## config.mk

```make
export PLATFORM = sky130hd
export DESIGN_NAME = pst_sequencer
export DESIGN_NICKNAME = d
export VERILOG_FILES = /design/src/shared/pst_pkg.sv /design/src/verilog/pst_sequencer.sv
export VERILOG_INCLUDE_DIRS = /design/src /design/src/shared
export SDC_FILE = /design/constraint.sdc
export NUM_CORES = 1
export LEC_CHECK = 0
export BUFFER_PORTS_ARGS = -buffer_cell sky130_fd_sc_hd__buf_2
export CORE_ASPECT_RATIO = 1.75
export CORE_MARGIN = 5
export CORE_UTILIZATION = 30
export CTS_CLUSTER_DIAMETER = 200
export DETAILED_ROUTE_END_ITERATION = 10
export MAX_ROUTING_LAYER = met4
export PLACE_DENSITY = 0.45
export RECOVER_POWER = 100
export SYNTH_ARGS = -nofsm -noshare
export SYNTH_HDL_FRONTEND = slang
export SYNTH_SLANG_ARGS = --single-unit
```

## constraint.sdc

```tcl
create_clock -name clock -period 3.2 [get_ports clock]
set_input_delay 0.16 -clock clock [delete_from_list [all_inputs] [get_ports clock]]
set_output_delay 0.16 -clock clock [all_outputs]
set_load 0.01 [all_outputs]
```

## src/shared/pst_map.svh

```systemverilog
`ifndef PST_MAP_SVH
`define PST_MAP_SVH

// ==========================================================
// command codes
`define PST_CMD_ON_WAIT 8'h60
`define PST_CMD_RAMP 8'h61
`define PST_CMD_OFF_WAIT 8'h64
`define PST_CMD_STAT_BYTE 8'h78
`define PST_CMD_STAT_CML 8'h7e

// ==========================================================
// timing word layout
`define PST_EXP_MSB 15
`define PST_EXP_LSB 11
`define PST_EXP_VAL 5'h1f
`define PST_ON_FIXED 13'h1f00
`define PST_RAMP_FIXED 10'h03e0
`define PST_OFF_FIXED 13'h1f00
`define PST_ON_RESET 3'h0
`define PST_RAMP_RESET 6'h00
`define PST_OFF_RESET 3'h0

// ==========================================================
// status bits
`define PST_SB_CML_BIT 1
`define PST_CML_IVD_BIT 6
`define PST_CML_CMD_BIT 7

// ==========================================================
// timing: base tick is the 50 us minimum delay
`define PST_CLK_PERIOD_NS 25
`define PST_MIN_DELAY_NS 50000
`define PST_TICK_CYCLES ((`PST_MIN_DELAY_NS + `PST_CLK_PERIOD_NS - 1) / `PST_CLK_PERIOD_NS)
`define PST_HALF_MS_NS 500000
`define PST_TICKS_PER_HALF_MS (`PST_HALF_MS_NS / `PST_MIN_DELAY_NS)

`endif

```

## src/shared/pst_pkg.sv

```systemverilog
package pst_pkg;

    typedef enum logic [2:0] {
        PST_IDLE,
        PST_ON_WAIT,
        PST_RAMP,
        PST_ON,
        PST_OFF_WAIT
    } pst_state_t;

    typedef struct packed {
        logic [2:0] onCode;
        logic [5:0] rampCode;
        logic [2:0] offCode;
        logic invalidData;
        logic invalidCmd;
        logic cmlSummary;
        pst_state_t seq;
        logic [15:0] divCnt;
        logic [8:0] tickCnt;
        logic [8:0] target;
        logic outputRiseEn;
        logic rampActive;
        logic inRegulation;
        logic softStopGo;
        logic [5:0] rampApplied;
        logic rspValid;
        logic rspNack;
        logic [15:0] rspData;
    } pst_regs_t;

endpackage

```

## src/verilog/pst_sequencer.sv

```systemverilog
`timescale 1ns/100ps
`include "pst_map.svh"

module pst_sequencer
    import pst_pkg::*;
#(
    parameter int unsigned TICK_CYCLES = `PST_TICK_CYCLES
) (
    input wire logic clock,
    input wire logic rst_n,
    input wire logic cmdValid,
    input wire logic cmdWrite,
    input wire logic [7:0] cmdCode,
    input wire logic [15:0] cmdWrData,
    input wire logic loadDefaults,
    input wire logic [2:0] nvmOnCode,
    input wire logic [5:0] nvmRampCode,
    input wire logic [2:0] nvmOffCode,
    input wire logic useStrap,
    input wire logic [5:0] strapRampCode,
    input wire logic startCond,
    input wire logic stopCond,
    input wire logic bootFromSetpoint,
    input wire logic regulationReached,
    output logic rspValid,
    output logic rspNack,
    output logic [15:0] rspData,
    output logic cmlSummary,
    output logic outputRiseEn,
    output logic rampActive,
    output logic inRegulation,
    output logic softStopGo,
    output logic [5:0] rampApplied
);

    // ==========================================================
    // code maps, in 50 us ticks
    function automatic logic [8:0] onTicks(input logic [2:0] c);
        case (c)
            3'h0: onTicks = 9'd1;
            3'h1: onTicks = 9'(`PST_TICKS_PER_HALF_MS);
            3'h2: onTicks = 9'(2 * `PST_TICKS_PER_HALF_MS);
            default: onTicks = 9'(4 * `PST_TICKS_PER_HALF_MS);
        endcase
    endfunction

    // the printed table overlaps at code 3; the 1.5 ms row is taken
    function automatic logic [8:0] offTicks(input logic [2:0] c);
        case (c)
            3'h0: offTicks = 9'd0;
            3'h1, 3'h2: offTicks = 9'(2 * `PST_TICKS_PER_HALF_MS);
            3'h3: offTicks = 9'(3 * `PST_TICKS_PER_HALF_MS);
            default: offTicks = 9'(4 * `PST_TICKS_PER_HALF_MS);
        endcase
    endfunction

    // canonical codes: the lower bound of each supported range
    function automatic logic [2:0] onCanon(input logic [2:0] c);
        onCanon = (c >= 3'h3) ? 3'h3 : c;
    endfunction

    function automatic logic [5:0] rampCanon(input logic [5:0] c);
        rampCanon = 6'h00;
        for (int b = 1; b < 6; b++) begin
            if (c[b]) begin
                rampCanon = 6'(1 << b);
            end
        end
    endfunction

    // each ramp range doubles, so its length follows from the canonical code
    function automatic logic [8:0] rampTicks(input logic [5:0] c);
        rampTicks = 9'(((c < 6'h02) ? 6'h01 : rampCanon(c)) * `PST_TICKS_PER_HALF_MS);
    endfunction

    function automatic logic [2:0] offCanon(input logic [2:0] c);
        case (c)
            3'h0: offCanon = 3'h0;
            3'h1, 3'h2: offCanon = 3'h1;
            3'h3: offCanon = 3'h3;
            default: offCanon = 3'h4;
        endcase
    endfunction

    // ==========================================================
    // state
    pst_regs_t st_reg;
    pst_regs_t st_next;
    logic tick;
    logic timerDone;
    logic badWrite;

    assign tick = (st_reg.divCnt == 16'(TICK_CYCLES - 1));
    assign timerDone = tick && (st_reg.tickCnt + 9'd1 >= st_reg.target);

    always_comb begin
        st_next = st_reg;
        badWrite = 1'b0;
        st_next.rspValid = 1'b0;
        st_next.rspNack = 1'b0;
        st_next.softStopGo = 1'b0;

        // ======================================================
        // command port
        if (cmdValid) begin
            st_next.rspValid = 1'b1;
            st_next.rspData = 16'h0000;
            if (cmdWrite) begin
                case (cmdCode)
                    `PST_CMD_ON_WAIT: begin
                        badWrite = (cmdWrData[15:3] != `PST_ON_FIXED);
                        if (!badWrite) begin
                            st_next.onCode = cmdWrData[2:0];
                        end
                    end
                    `PST_CMD_RAMP: begin
                        badWrite = (cmdWrData[15:6] != `PST_RAMP_FIXED);
                        if (!badWrite) begin
                            st_next.rampCode = cmdWrData[5:0];
                        end
                    end
                    `PST_CMD_OFF_WAIT: begin
                        badWrite = (cmdWrData[15:3] != `PST_OFF_FIXED);
                        if (!badWrite) begin
                            st_next.offCode = cmdWrData[2:0];
                        end
                    end
                    `PST_CMD_STAT_CML: begin
                        // write one to clear; the detail register is the only clear path
                        st_next.invalidData &= ~cmdWrData[`PST_CML_IVD_BIT];
                        st_next.invalidCmd &= ~cmdWrData[`PST_CML_CMD_BIT];
                    end
                    `PST_CMD_STAT_BYTE: badWrite = 1'b1;
                    default: begin
                        st_next.rspNack = 1'b1;
                        st_next.invalidCmd = 1'b1;
                    end
                endcase
            end else begin
                case (cmdCode)
                    `PST_CMD_ON_WAIT: st_next.rspData = {`PST_ON_FIXED, st_reg.onCode};
                    `PST_CMD_RAMP: st_next.rspData = {`PST_RAMP_FIXED, st_reg.rampCode};
                    `PST_CMD_OFF_WAIT: st_next.rspData = {`PST_OFF_FIXED, st_reg.offCode};
                    `PST_CMD_STAT_BYTE: begin
                        st_next.rspData[`PST_SB_CML_BIT] = st_reg.cmlSummary;
                    end
                    `PST_CMD_STAT_CML: begin
                        st_next.rspData[`PST_CML_IVD_BIT] = st_reg.invalidData;
                        st_next.rspData[`PST_CML_CMD_BIT] = st_reg.invalidCmd;
                    end
                    default: begin
                        st_next.rspNack = 1'b1;
                        st_next.invalidCmd = 1'b1;
                    end
                endcase
            end
            // setting the flag comes last so it wins over a clear
            if (badWrite) begin
                st_next.rspNack = 1'b1;
                st_next.invalidData = 1'b1;
            end
        end

        // defaults reload canonical codes, never the raw stored ones
        if (loadDefaults) begin
            st_next.onCode = onCanon(nvmOnCode);
            st_next.offCode = offCanon(nvmOffCode);
            st_next.rampCode = useStrap ? rampCanon(strapRampCode) : rampCanon(nvmRampCode);
        end

        st_next.cmlSummary = st_next.invalidData | st_next.invalidCmd;

        // ======================================================
        // tick divider and timer
        if (st_reg.seq == PST_ON_WAIT || st_reg.seq == PST_RAMP
                || st_reg.seq == PST_OFF_WAIT) begin
            st_next.divCnt = tick ? 16'h0000 : st_reg.divCnt + 16'h0001;
            if (tick) begin
                st_next.tickCnt = st_reg.tickCnt + 9'd1;
            end
        end

        // ======================================================
        // sequencer
        case (st_reg.seq)
            PST_IDLE: begin
                if (startCond) begin
                    st_next.seq = PST_ON_WAIT;
                    st_next.target = onTicks(st_reg.onCode);
                    st_next.divCnt = 16'h0000;
                    st_next.tickCnt = 9'd0;
                end
            end
            PST_ON_WAIT: begin
                if (stopCond) begin
                    st_next.seq = PST_IDLE;
                end else if (timerDone) begin
                    st_next.seq = PST_RAMP;
                    st_next.outputRiseEn = 1'b1;
                    st_next.rampActive = 1'b1;
                    st_next.target = rampTicks(st_reg.rampCode);
                    st_next.rampApplied = rampCanon(st_reg.rampCode);
                    st_next.divCnt = 16'h0000;
                    st_next.tickCnt = 9'd0;
                end
            end
            PST_RAMP: begin
                // a setpoint boot ends on regulation or on the selected time, whichever comes first
                if (timerDone || (bootFromSetpoint && regulationReached)) begin
                    st_next.seq = PST_ON;
                    st_next.rampActive = 1'b0;
                    st_next.inRegulation = 1'b1;
                end
                if (stopCond) begin
                    st_next.seq = PST_ON;
                    st_next.rampActive = 1'b0;
                end
            end
            PST_ON: begin
                if (stopCond) begin
                    st_next.inRegulation = 1'b0;
                    if (offTicks(st_reg.offCode) == 9'd0) begin
                        st_next.seq = PST_IDLE;
                        st_next.softStopGo = 1'b1;
                        st_next.outputRiseEn = 1'b0;
                    end else begin
                        st_next.seq = PST_OFF_WAIT;
                        st_next.target = offTicks(st_reg.offCode);
                        st_next.divCnt = 16'h0000;
                        st_next.tickCnt = 9'd0;
                    end
                end
            end
            PST_OFF_WAIT: begin
                if (timerDone) begin
                    st_next.seq = PST_IDLE;
                    st_next.softStopGo = 1'b1;
                    st_next.outputRiseEn = 1'b0;
                end
            end
            default: st_next.seq = PST_IDLE;
        endcase
    end

    always_ff @(posedge clock) begin
        if (!rst_n) begin
            st_reg <= '{onCode: `PST_ON_RESET, rampCode: `PST_RAMP_RESET,
                        offCode: `PST_OFF_RESET, seq: PST_IDLE, default: '0};
        end else begin
            st_reg <= st_next;
        end
    end

    assign rspValid = st_reg.rspValid;
    assign rspNack = st_reg.rspNack;
    assign rspData = st_reg.rspData;
    assign cmlSummary = st_reg.cmlSummary;
    assign outputRiseEn = st_reg.outputRiseEn;
    assign rampActive = st_reg.rampActive;
    assign inRegulation = st_reg.inRegulation;
    assign softStopGo = st_reg.softStopGo;
    assign rampApplied = st_reg.rampApplied;

    // ==========================================================
    // checks
    logic [15:0] waitCycles;

    always_ff @(posedge clock) begin
        if (!rst_n || st_reg.seq != PST_ON_WAIT) begin
            waitCycles <= 16'h0000;
        end else if (waitCycles != 16'hffff) begin
            waitCycles <= waitCycles + 16'h0001;
        end
    end
endmodule // pst_sequencer

```

==> summary.md, run 1 <==
| Metric | Value |
|---|---|
| Status | `finished clean` |
| Final setup viols | `0` |
| First-pass GRT wire length | `19.9 mm` |
| WL/cell | `15.8 microns` |
| Sequential area share after synthesis | `33.3%` |
| Post-synth EDFFs | `0` |
| Worst Setup Start Kind | `flop` |
| Maximum root-to-sink buffer count | `2` |
| Netlist Area Pre-Place | `4320 sq um` |
| Via count | `3883` |
| Worst setup EP type | `flop` |
| GPL Wtd Cong | `0.851` |
| Worst hold-check path type | `primary input to flop` |
| Async SR Flop Fraction | `0%` |
| VDD IR max | `241 uV` |
| Fmax | `0.328 GHz` |
| Cells after Synth | `527` |
| GRT overflow | `0` |
| Total CTS buffers | `9` |
| H-tree lvl count | `3` |
| First drt pass iteration count | `4` |
| Largest net degree at the start of global routing | `34` |
| Reg power frac | `41.5%` |
| Hpwl dp | `9.63 mm` |
| Slew @ Worst Pin | `1.13 ns` |
| Worst path required time | `3.43 ns` |
| Final Max Tran Viols | `0` |
| Starting Density | `30.2%` |
| CP arrival | `3.28 ns` |
| Root Buffer | `clkbuf_16` |
| Die height | `169 microns` |
| DR vias/cell | `5.06` |
| Yosys top cell area share | `33.3%` |
| Gr usage total | `15.2%` |
| Max-Cap Viols | `0` |
| Logic pwr share | `10.8%` |
| # rows | `58` |
| Period minus WS final | `3.05 ns` |
| CP Class | `flop to flop` |
| RSZ-0062 raised after global routing | `no` |
| Core area | `14300 sq um` |
| Top cells by count, synth | `dfxtp_1 (72), nand2_1 (55), nor2_1 (51)` |
| Antenna violations before repair | `0` |
| Vias in the first global route | `4082` |
| Critical Path Fanout Max | `7` |
| Synth top area cells | `dfxtp_1 (33%), xor2_1 (4.9%), nand2_1 (4.8%)` |
| Clock latency on the worst-skew pair | `0.34 ns` |
| CTS tree | `built` |
| Post-Syn Area per Cell | `8.21 sq um` |
| Sw Pwr | `569 uW` |
| Hold Vio Cnt, Final | `0` |
| Largest register FFs | `51` |
| Final period util | `95.2%` |
| Yosys top cell by area | `dfxtp_1` |
| Die area | `17000 sq um` |
| Pre-CTS WS | `0.0712 ns` |
| Area growth from synthesis to layout | `16.7%` |
| Remaining DRCs | `0` |
| Clk slew on worst S/H paths | `0.06 ns` |
| IO buf count | `74` |
| WHS | `0.114 ns` |
| Setup TNS Final | `0 ns` |
| Normalized max-slew margin | `24.6%` |
| Switching Fraction | `25.2%` |
| Num Clock Sinks | `72` |
| Warnings, synthesis | `0` |
| Layout cells sized above 1 | `16.9%` |
| ANT cells | `0` |
| 1st-iter DRT viols | `127` |
| Die width | `101 microns` |
| LEAKAGE | `0.00202 uW` |
| Synth Register Bits | `72` |
| Final nets | `650` |
| Pwr dens | `448 nW/um^2` |
| Total wire length | `12.1 mm` |
| Synth Flop Type | `dfxtp_1` |
| Cell-internal power | `1690 uW` |
| Synth cell types | `70` |
| I/O Pins | `81` |
| Cell with the most instances after synthesis | `dfxtp_1` |
| Clock power frac | `47.8%` |
| Worst Clk Skew | `0.0118 ns` |
| Antenna Violating Nets Remaining | `0` |
| Final worst setup slack | `0.153 ns` |
[power groups by stage]
stage,clock network [uW],logic (uW),registers [uW]
6_report,1080,243,937
5_1_grt,1160,274,938
4_1_cts,1110,245,937
3_5_place_dp,0,245,957
3_3_place_gp,0,240,957
2_1_floorplan,0,163,947
[metrics by stage]
step                      instance area [sq um]  util [%]  std cells  total power (uW)
after floorplan                            4340         -        531              1110
after global placement                     4740      33.2        750              1200
after detailed placement                   4740      33.2        750              1200
after CTS                                  5050      35.3        766              2300
after global routing                       5050      35.3        767              2370
final                                      5050      35.3        767              2260
[repair_timing]
action / CTS / global route
buffers inserted: 0 / 1
hold buffers: 0 / 0
endpoints found under the setup margin: 0 / 20
gates resized for setup: 0 / 8
hold endpoints to repair: 0 / 0
[worst max-delay path, cell delays in order (launching register included)]
cell      delay [ns]
dfxtp_2         0.34
ha_1            0.23
and3_1          0.22
and3_1          0.22
and3_1          0.21
xor2_1          0.15
ha_1            0.33
nand4_1         0.12
nor2_1          0.15
a21o_1          0.21
o211ai_2        0.11
buf_4           0.19
a221o_1         0.34
o211a_1         0.12
[final timing paths]
| path | from | end | slack [ns] | cells after the start |
|---|---|---|---|---|
| worst max-delay path | st_reg[37] | st_reg[30] | 0.15 | 13 |
| worst min-delay path | cmdWrData[0] | st_reg[71] | 0.11 | 3 |
| worst min register to register | rampApplied[3] | rampApplied[3] | 0.45 | 2 |
| worst max register to register | st_reg[37] | st_reg[30] | 0.15 | 13 |
[per-layer routing]
layer  up-vias  routed length (microns)  global-route usage (%)
li1       1975                        -                       -
met5         -                        0                       -
met4         0                      232                    5.16
met1      1821                     4420                    14.4
met2        70                     7110                    29.8
met3        17                      348                    2.64
[area by class of cell]
class	count	area, sq um
clock inverter	6	83.8
fill	1528	9250
inverter	15	56.3
multi-input combinational	401	2620
timing repair buffer	83	393
clock buffer	10	229
tap	180	225
sequential	72	1440
[logic make-up after synthesis]
kind of cell / Yosys count / synth area share (%)
simple gates: 219 / 27.1
mux: 18 / 4.22
fa+ha+maj: 16 / 4.80
buf+inv: 58 / 7.18
xor+xnor: 27 / 5.47
other cells: 1 / 0.0867
flops: 72 / 33.3
compound gates: 116 / 17.8
[layout by cell type, fill, tap and decap left out, drive strengths merged, types with 16 or more instances in the layout]
cell type,netlist,routed
buf,25,54
xor2,24,24
a21oi,32,32
dfxtp,72,72
mux2i,16,16
o21ai,29,29
clkbuf,18,39
nand2,55,55
and3,16,16
nor2,61,61
No activity file was read; power rests on OpenSTA's default activity.
==> run 2, diff against run 1 <==
--- a/config.mk
+++ b/config.mk
@@ -6,6 +6,7 @@
 export SDC_FILE = /design/constraint.sdc
 export NUM_CORES = 1
 export LEC_CHECK = 0
+export ABC_AREA = 1
 export BUFFER_PORTS_ARGS = -buffer_cell sky130_fd_sc_hd__buf_2
 export CORE_ASPECT_RATIO = 1.75
 export CORE_MARGIN = 5
@@ -15,6 +16,7 @@
 export MAX_ROUTING_LAYER = met4
 export PLACE_DENSITY = 0.45
 export RECOVER_POWER = 100
+export SETUP_SLACK_MARGIN = 0.2
 export SYNTH_ARGS = -nofsm -noshare
 export SYNTH_HDL_FRONTEND = slang
 export SYNTH_SLANG_ARGS = --single-unit
==> summary.md, run 2 <==
| Metric | Value |
|---|---|
| Switching Fraction | `35.0% (+9.8 points)` |
| Core area | `14800 sq um (+3.8%)` |
| Finished Cell Area | `5300 sq um (+5.0%)` |
| Crit-path max cell delay | `0.34 ns (about the same)` |
| Worst Setup Start Kind | `flop` |
| I/O Pins | `81 (unchanged)` |
| Die area | `17600 sq um (+3.7%)` |
| Worst setup EP type | `flop` |
| Total wire length | `12.9 mm (+6.7%)` |
| Via count | `4435 (+14%)` |
| Worst hold-check path type | `primary input to flop` |
| Levels on crit path | `17 (+4)` |
| IO buf count | `74 (unchanged)` |
| Post-Layout Cell Count | `922 (+20%)` |
| Critical-path top delay cell | `dfxtp_2` |
| Layout cells sized above 1 | `16.0% (-0.90 points)` |
| Clk slew on worst S/H paths | `0.07 ns (about the same)` |
| Reg power frac | `33.1% (-8.4 points)` |
| CTS tree | `built` |
| Hpwl dp | `10.2 mm (+5.9%)` |
| GRT overflow | `0 (unchanged)` |
| LEAKAGE | `0.00234 uW (+16%)` |
| # rows | `59 (+1.7%)` |
| Antenna violations before repair | `0 (unchanged)` |
| Final Max Tran Viols | `61 (+61)` |
| Synth cell types | `46 (-34%)` |
| GPL Wtd Cong | `0.873 (+2.7%)` |
| Netlist Area Pre-Place | `4500 sq um (+4.1%)` |
| 1st-iter DRT viols | `157 (+24%)` |
| Critical Path Fanout Max | `7 (unchanged)` |
| Starting Density | `30.3% (+0.085 points)` |
| Top cells by count, synth | `nand2_1 (147), inv_1 (92), nor2_1 (74)` |
| Die height | `172 microns (+1.9%)` |
| Placed cell area | `4930 sq um (+4.1%)` |
| Hold Crit Depth | `3 (unchanged)` |
| Yosys top cell by area | `dfxtp_1` |
| Sw Pwr | `1070 uW (+88%)` |
| H-tree lvl count | `3 (unchanged)` |
| Area growth from synthesis to layout | `17.7%` |
| Clock power frac | `37.0% (-11 points)` |
| Area of the multi-input gates | `2500 sq um (-4.3%)` |
| Cells after Synth | `669 (+27%)` |
| Synth Flop Type | `dfxtp_1` |
| Fin util | `35.7% (+0.40 points)` |
| Num Clock Sinks | `72 (unchanged)` |
| Maximum root-to-sink buffer count | `2 (unchanged)` |
| Register area | `1440 sq um (about the same)` |
| Largest net degree at the start of global routing | `32 (-5.9%)` |
| Final period util | `89.3% (-5.9 points)` |
| CP arrival | `3.11 ns (-0.17 ns)` |
| Remaining DRCs | `0 (unchanged)` |
| Vias in the first global route | `4501 (+10%)` |
| Worst-path cell chain | `ha_2 -> nand2_1 -> nor2_2 -> nand3_1 -> nor3_2 -> xor2_1 -> ha_1 -> nand2_2 -> inv_1 -> a21oi_2 -> nand4_4 -> nand3_2 -> nand2_2 -> nand2_4 -> buf_12 -> clkinvlp_4 -> nor3_1` |
| Cell with the most instances after synthesis | `nand2_1` |
| Final nets | `802 (+23%)` |
| Logic pwr share | `29.9% (+19 points)` |
| First drt pass iteration count | `5 (+1)` |
| Setup TNS Final | `0 ns (unchanged)` |
| DR vias/cell | `4.81 (-5.0%)` |
| Antenna Violating Nets Remaining | `0 (unchanged)` |
| Final setup viols | `0 (unchanged)` |
| Async SR Flop Fraction | `0% (unchanged)` |
| Hold_buf cts | `0 (unchanged)` |
| Pre-CTS WS | `0.206 ns (+0.135 ns)` |
| Worst Path Buf+Inv | `3 (+2)` |
| Root Buffer | `clkbuf_16` |
| RSZ-0062 raised after global routing | `yes` |
| Fmax | `0.350 GHz (+6.6%)` |
| Status | `finished with violations` |
| Fillcell total | `1601 (+4.8%)` |
| Failing checks | `max-capacitance violations, max-slew violations` |
| Warnings, synthesis | `0 (unchanged)` |
| Clock latency on the worst-skew pair | `0.34 ns (about the same)` |
| CP Class | `flop to flop` |
| Max-Cap Viols | `2 (+2)` |
| VDD IR max | `227 uV (-5.8%)` |
| Worst Clk Skew | `0.00978 ns (-0.00199 ns)` |
| Slew @ Worst Pin | `1.71 ns (+0.578 ns)` |
| Synth Register Bits | `72 (unchanged)` |
| Synth top area cells | `dfxtp_1 (32%), nand2_1 (12%), inv_1 (7.7%)` |
| Placed cell count | `903 (+20%)` |
| Die width | `103 microns (+1.8%)` |
| Cell-internal power | `1990 uW (+18%)` |
| Period minus WS final | `2.86 ns (-0.189 ns)` |
| Post-synth EDFFs | `0 (unchanged)` |
| Gr usage total | `15.6% (+0.44 points)` |
| ANT cells | `0 (unchanged)` |
| Total CTS buffers | `9 (unchanged)` |
| Hold Vio Cnt, Final | `0 (unchanged)` |
| CP top delay family | `simple AND/OR/NAND/NOR gates` |
| Crit-path most repeated cell | `nand2_2` |
| Final worst setup slack | `0.342 ns (+0.189 ns)` |
| Worst path required time | `3.45 ns (+0.02 ns)` |
| Post-Syn Area per Cell | `6.73 sq um (-18%)` |
| Largest register FFs | `51 (unchanged)` |
| Sequential area share after synthesis | `32.0% (-1.3 points)` |
| Most frequent cells in the layout | `nand2_1 (147), inv_1 (91), nor2_1 (72)` |
| Commonest non-fill, non-tap cell in the layout | `nand2_1` |
| Pwr dens | `578 nW/um^2 (+29%)` |
| Yosys top cell area share | `32.0% (-1.3 points)` |
| WL/cell | `14.0 microns (-11%)` |
| FF-to-FF path depth | `17 (+4)` |
| Normalized max-slew margin | `-13.9% (-39 points)` |
| First-pass GRT wire length | `21.2 mm (+6.4%)` |
run 2: cell types whose count changed after synthesis, sizes merged, moves of 10 or more:
| cell | before | now |
|---|---|---|
| mux2i | 16 | 0 |
| xor2 | 24 | 10 |
| nand3 | 12 | 53 |
| nor2 | 61 | 79 |
| nor3 | 8 | 31 |
| nand2b | 10 | 0 |
| nand2 | 55 | 154 |
| inv | 13 | 97 |
| nand4 | 9 | 20 |
| clkbuf | 18 | 6 |
| and3 | 16 | 0 |
| nor2b | 13 | 0 |
run 2: power by group through the flow:
stage / combinational, uW / sequential [uW] / clock (uW)
after floorplan: 599 / 1030 / 0
after global placement: 859 / 1030 / 0
after detailed placement: 870 / 1030 / 0
after CTS: 874 / 1010 / 1160
after global routing: 1040 / 1020 / 1190
final: 915 / 1010 / 1130
run 2: cell families (layout without fill, tap and decap cells):
kind of cell,count (synthesis),after routing,synth area share [%]
buf+inv,132,198,13.7
fa+ha+maj,16,16,4.61
compound gates,89,89,11.3
other cells,1,5,0.0833
flops,72,72,32.0
simple gates,349,349,36.4
xor+xnor,10,10,1.95
run 2: path summary, 6_finish.rpt:
| kind | slack [ns] | from | endpoint |
|---|---|---|---|
| worst min-delay path | 0.11 | cmdValid | rspValid |
| worst max-delay path | 0.34 | st_reg[37] | st_reg[43] |
| worst max register to register | 0.34 | st_reg[37] | st_reg[43] |
| worst min register to register | 0.45 | rspData[1] | rspData[1] |
run 2: worst reg2reg max path, stage by stage, from the launching register on:
cell and delay [ns]:
dfxtp_2 0.34, ha_2 0.19, nand2_1 0.07, nor2_2 0.15, nand3_1 0.13, nor3_2 0.20, xor2_1 0.22, ha_1 0.28
nand2_2 0.10, inv_1 0.06, a21oi_2 0.17, nand4_4 0.16, nand3_2 0.10, nand2_2 0.08, nand2_4 0.08, buf_12 0.12
clkinvlp_4 0.17, nor3_1 0.16
run 2: stage by stage:
step	total power, uW	hold WS (ns)
after floorplan	1630	0.291
after global placement	1890	0.445
after detailed placement	1900	0.443
after CTS	3040	0.0972
after global routing	3250	0.117
final	3060	0.105
run 2: layout make-up:
cell class | instances | area share [%]
clock inverters | 7 | 1.91
repair inverters | 1 | 0.142
well taps | 183 | 4.32
clock buffers | 9 | 4.25
multi-input cells | 469 | 47.3
inverters | 98 | 7.01
repair buffers | 83 | 7.84
flip-flops and latches | 72 | 27.3
run 2: routing by layer:
layer / vias to the layer above / share of wire, % / track usage (%) / wire length, microns
met5: - / 0 / - / 0
met4: 0 / 3.0 / 6.74 / 385
met3: 31 / 2.9 / 2.02 / 381
met2: 98 / 56 / 29.6 / 7240
met1: 2014 / 38 / 15.5 / 4910
li1: 2292 / - / - / -
run 2: what timing repair did:
action	in CTS	in global routing
endpoints found under the hold margin	0	0
gates cloned	0	1
gates resized for setup	0	18
buffers inserted	0	2
setup endpoints to repair	9	46
pin swaps	1	9
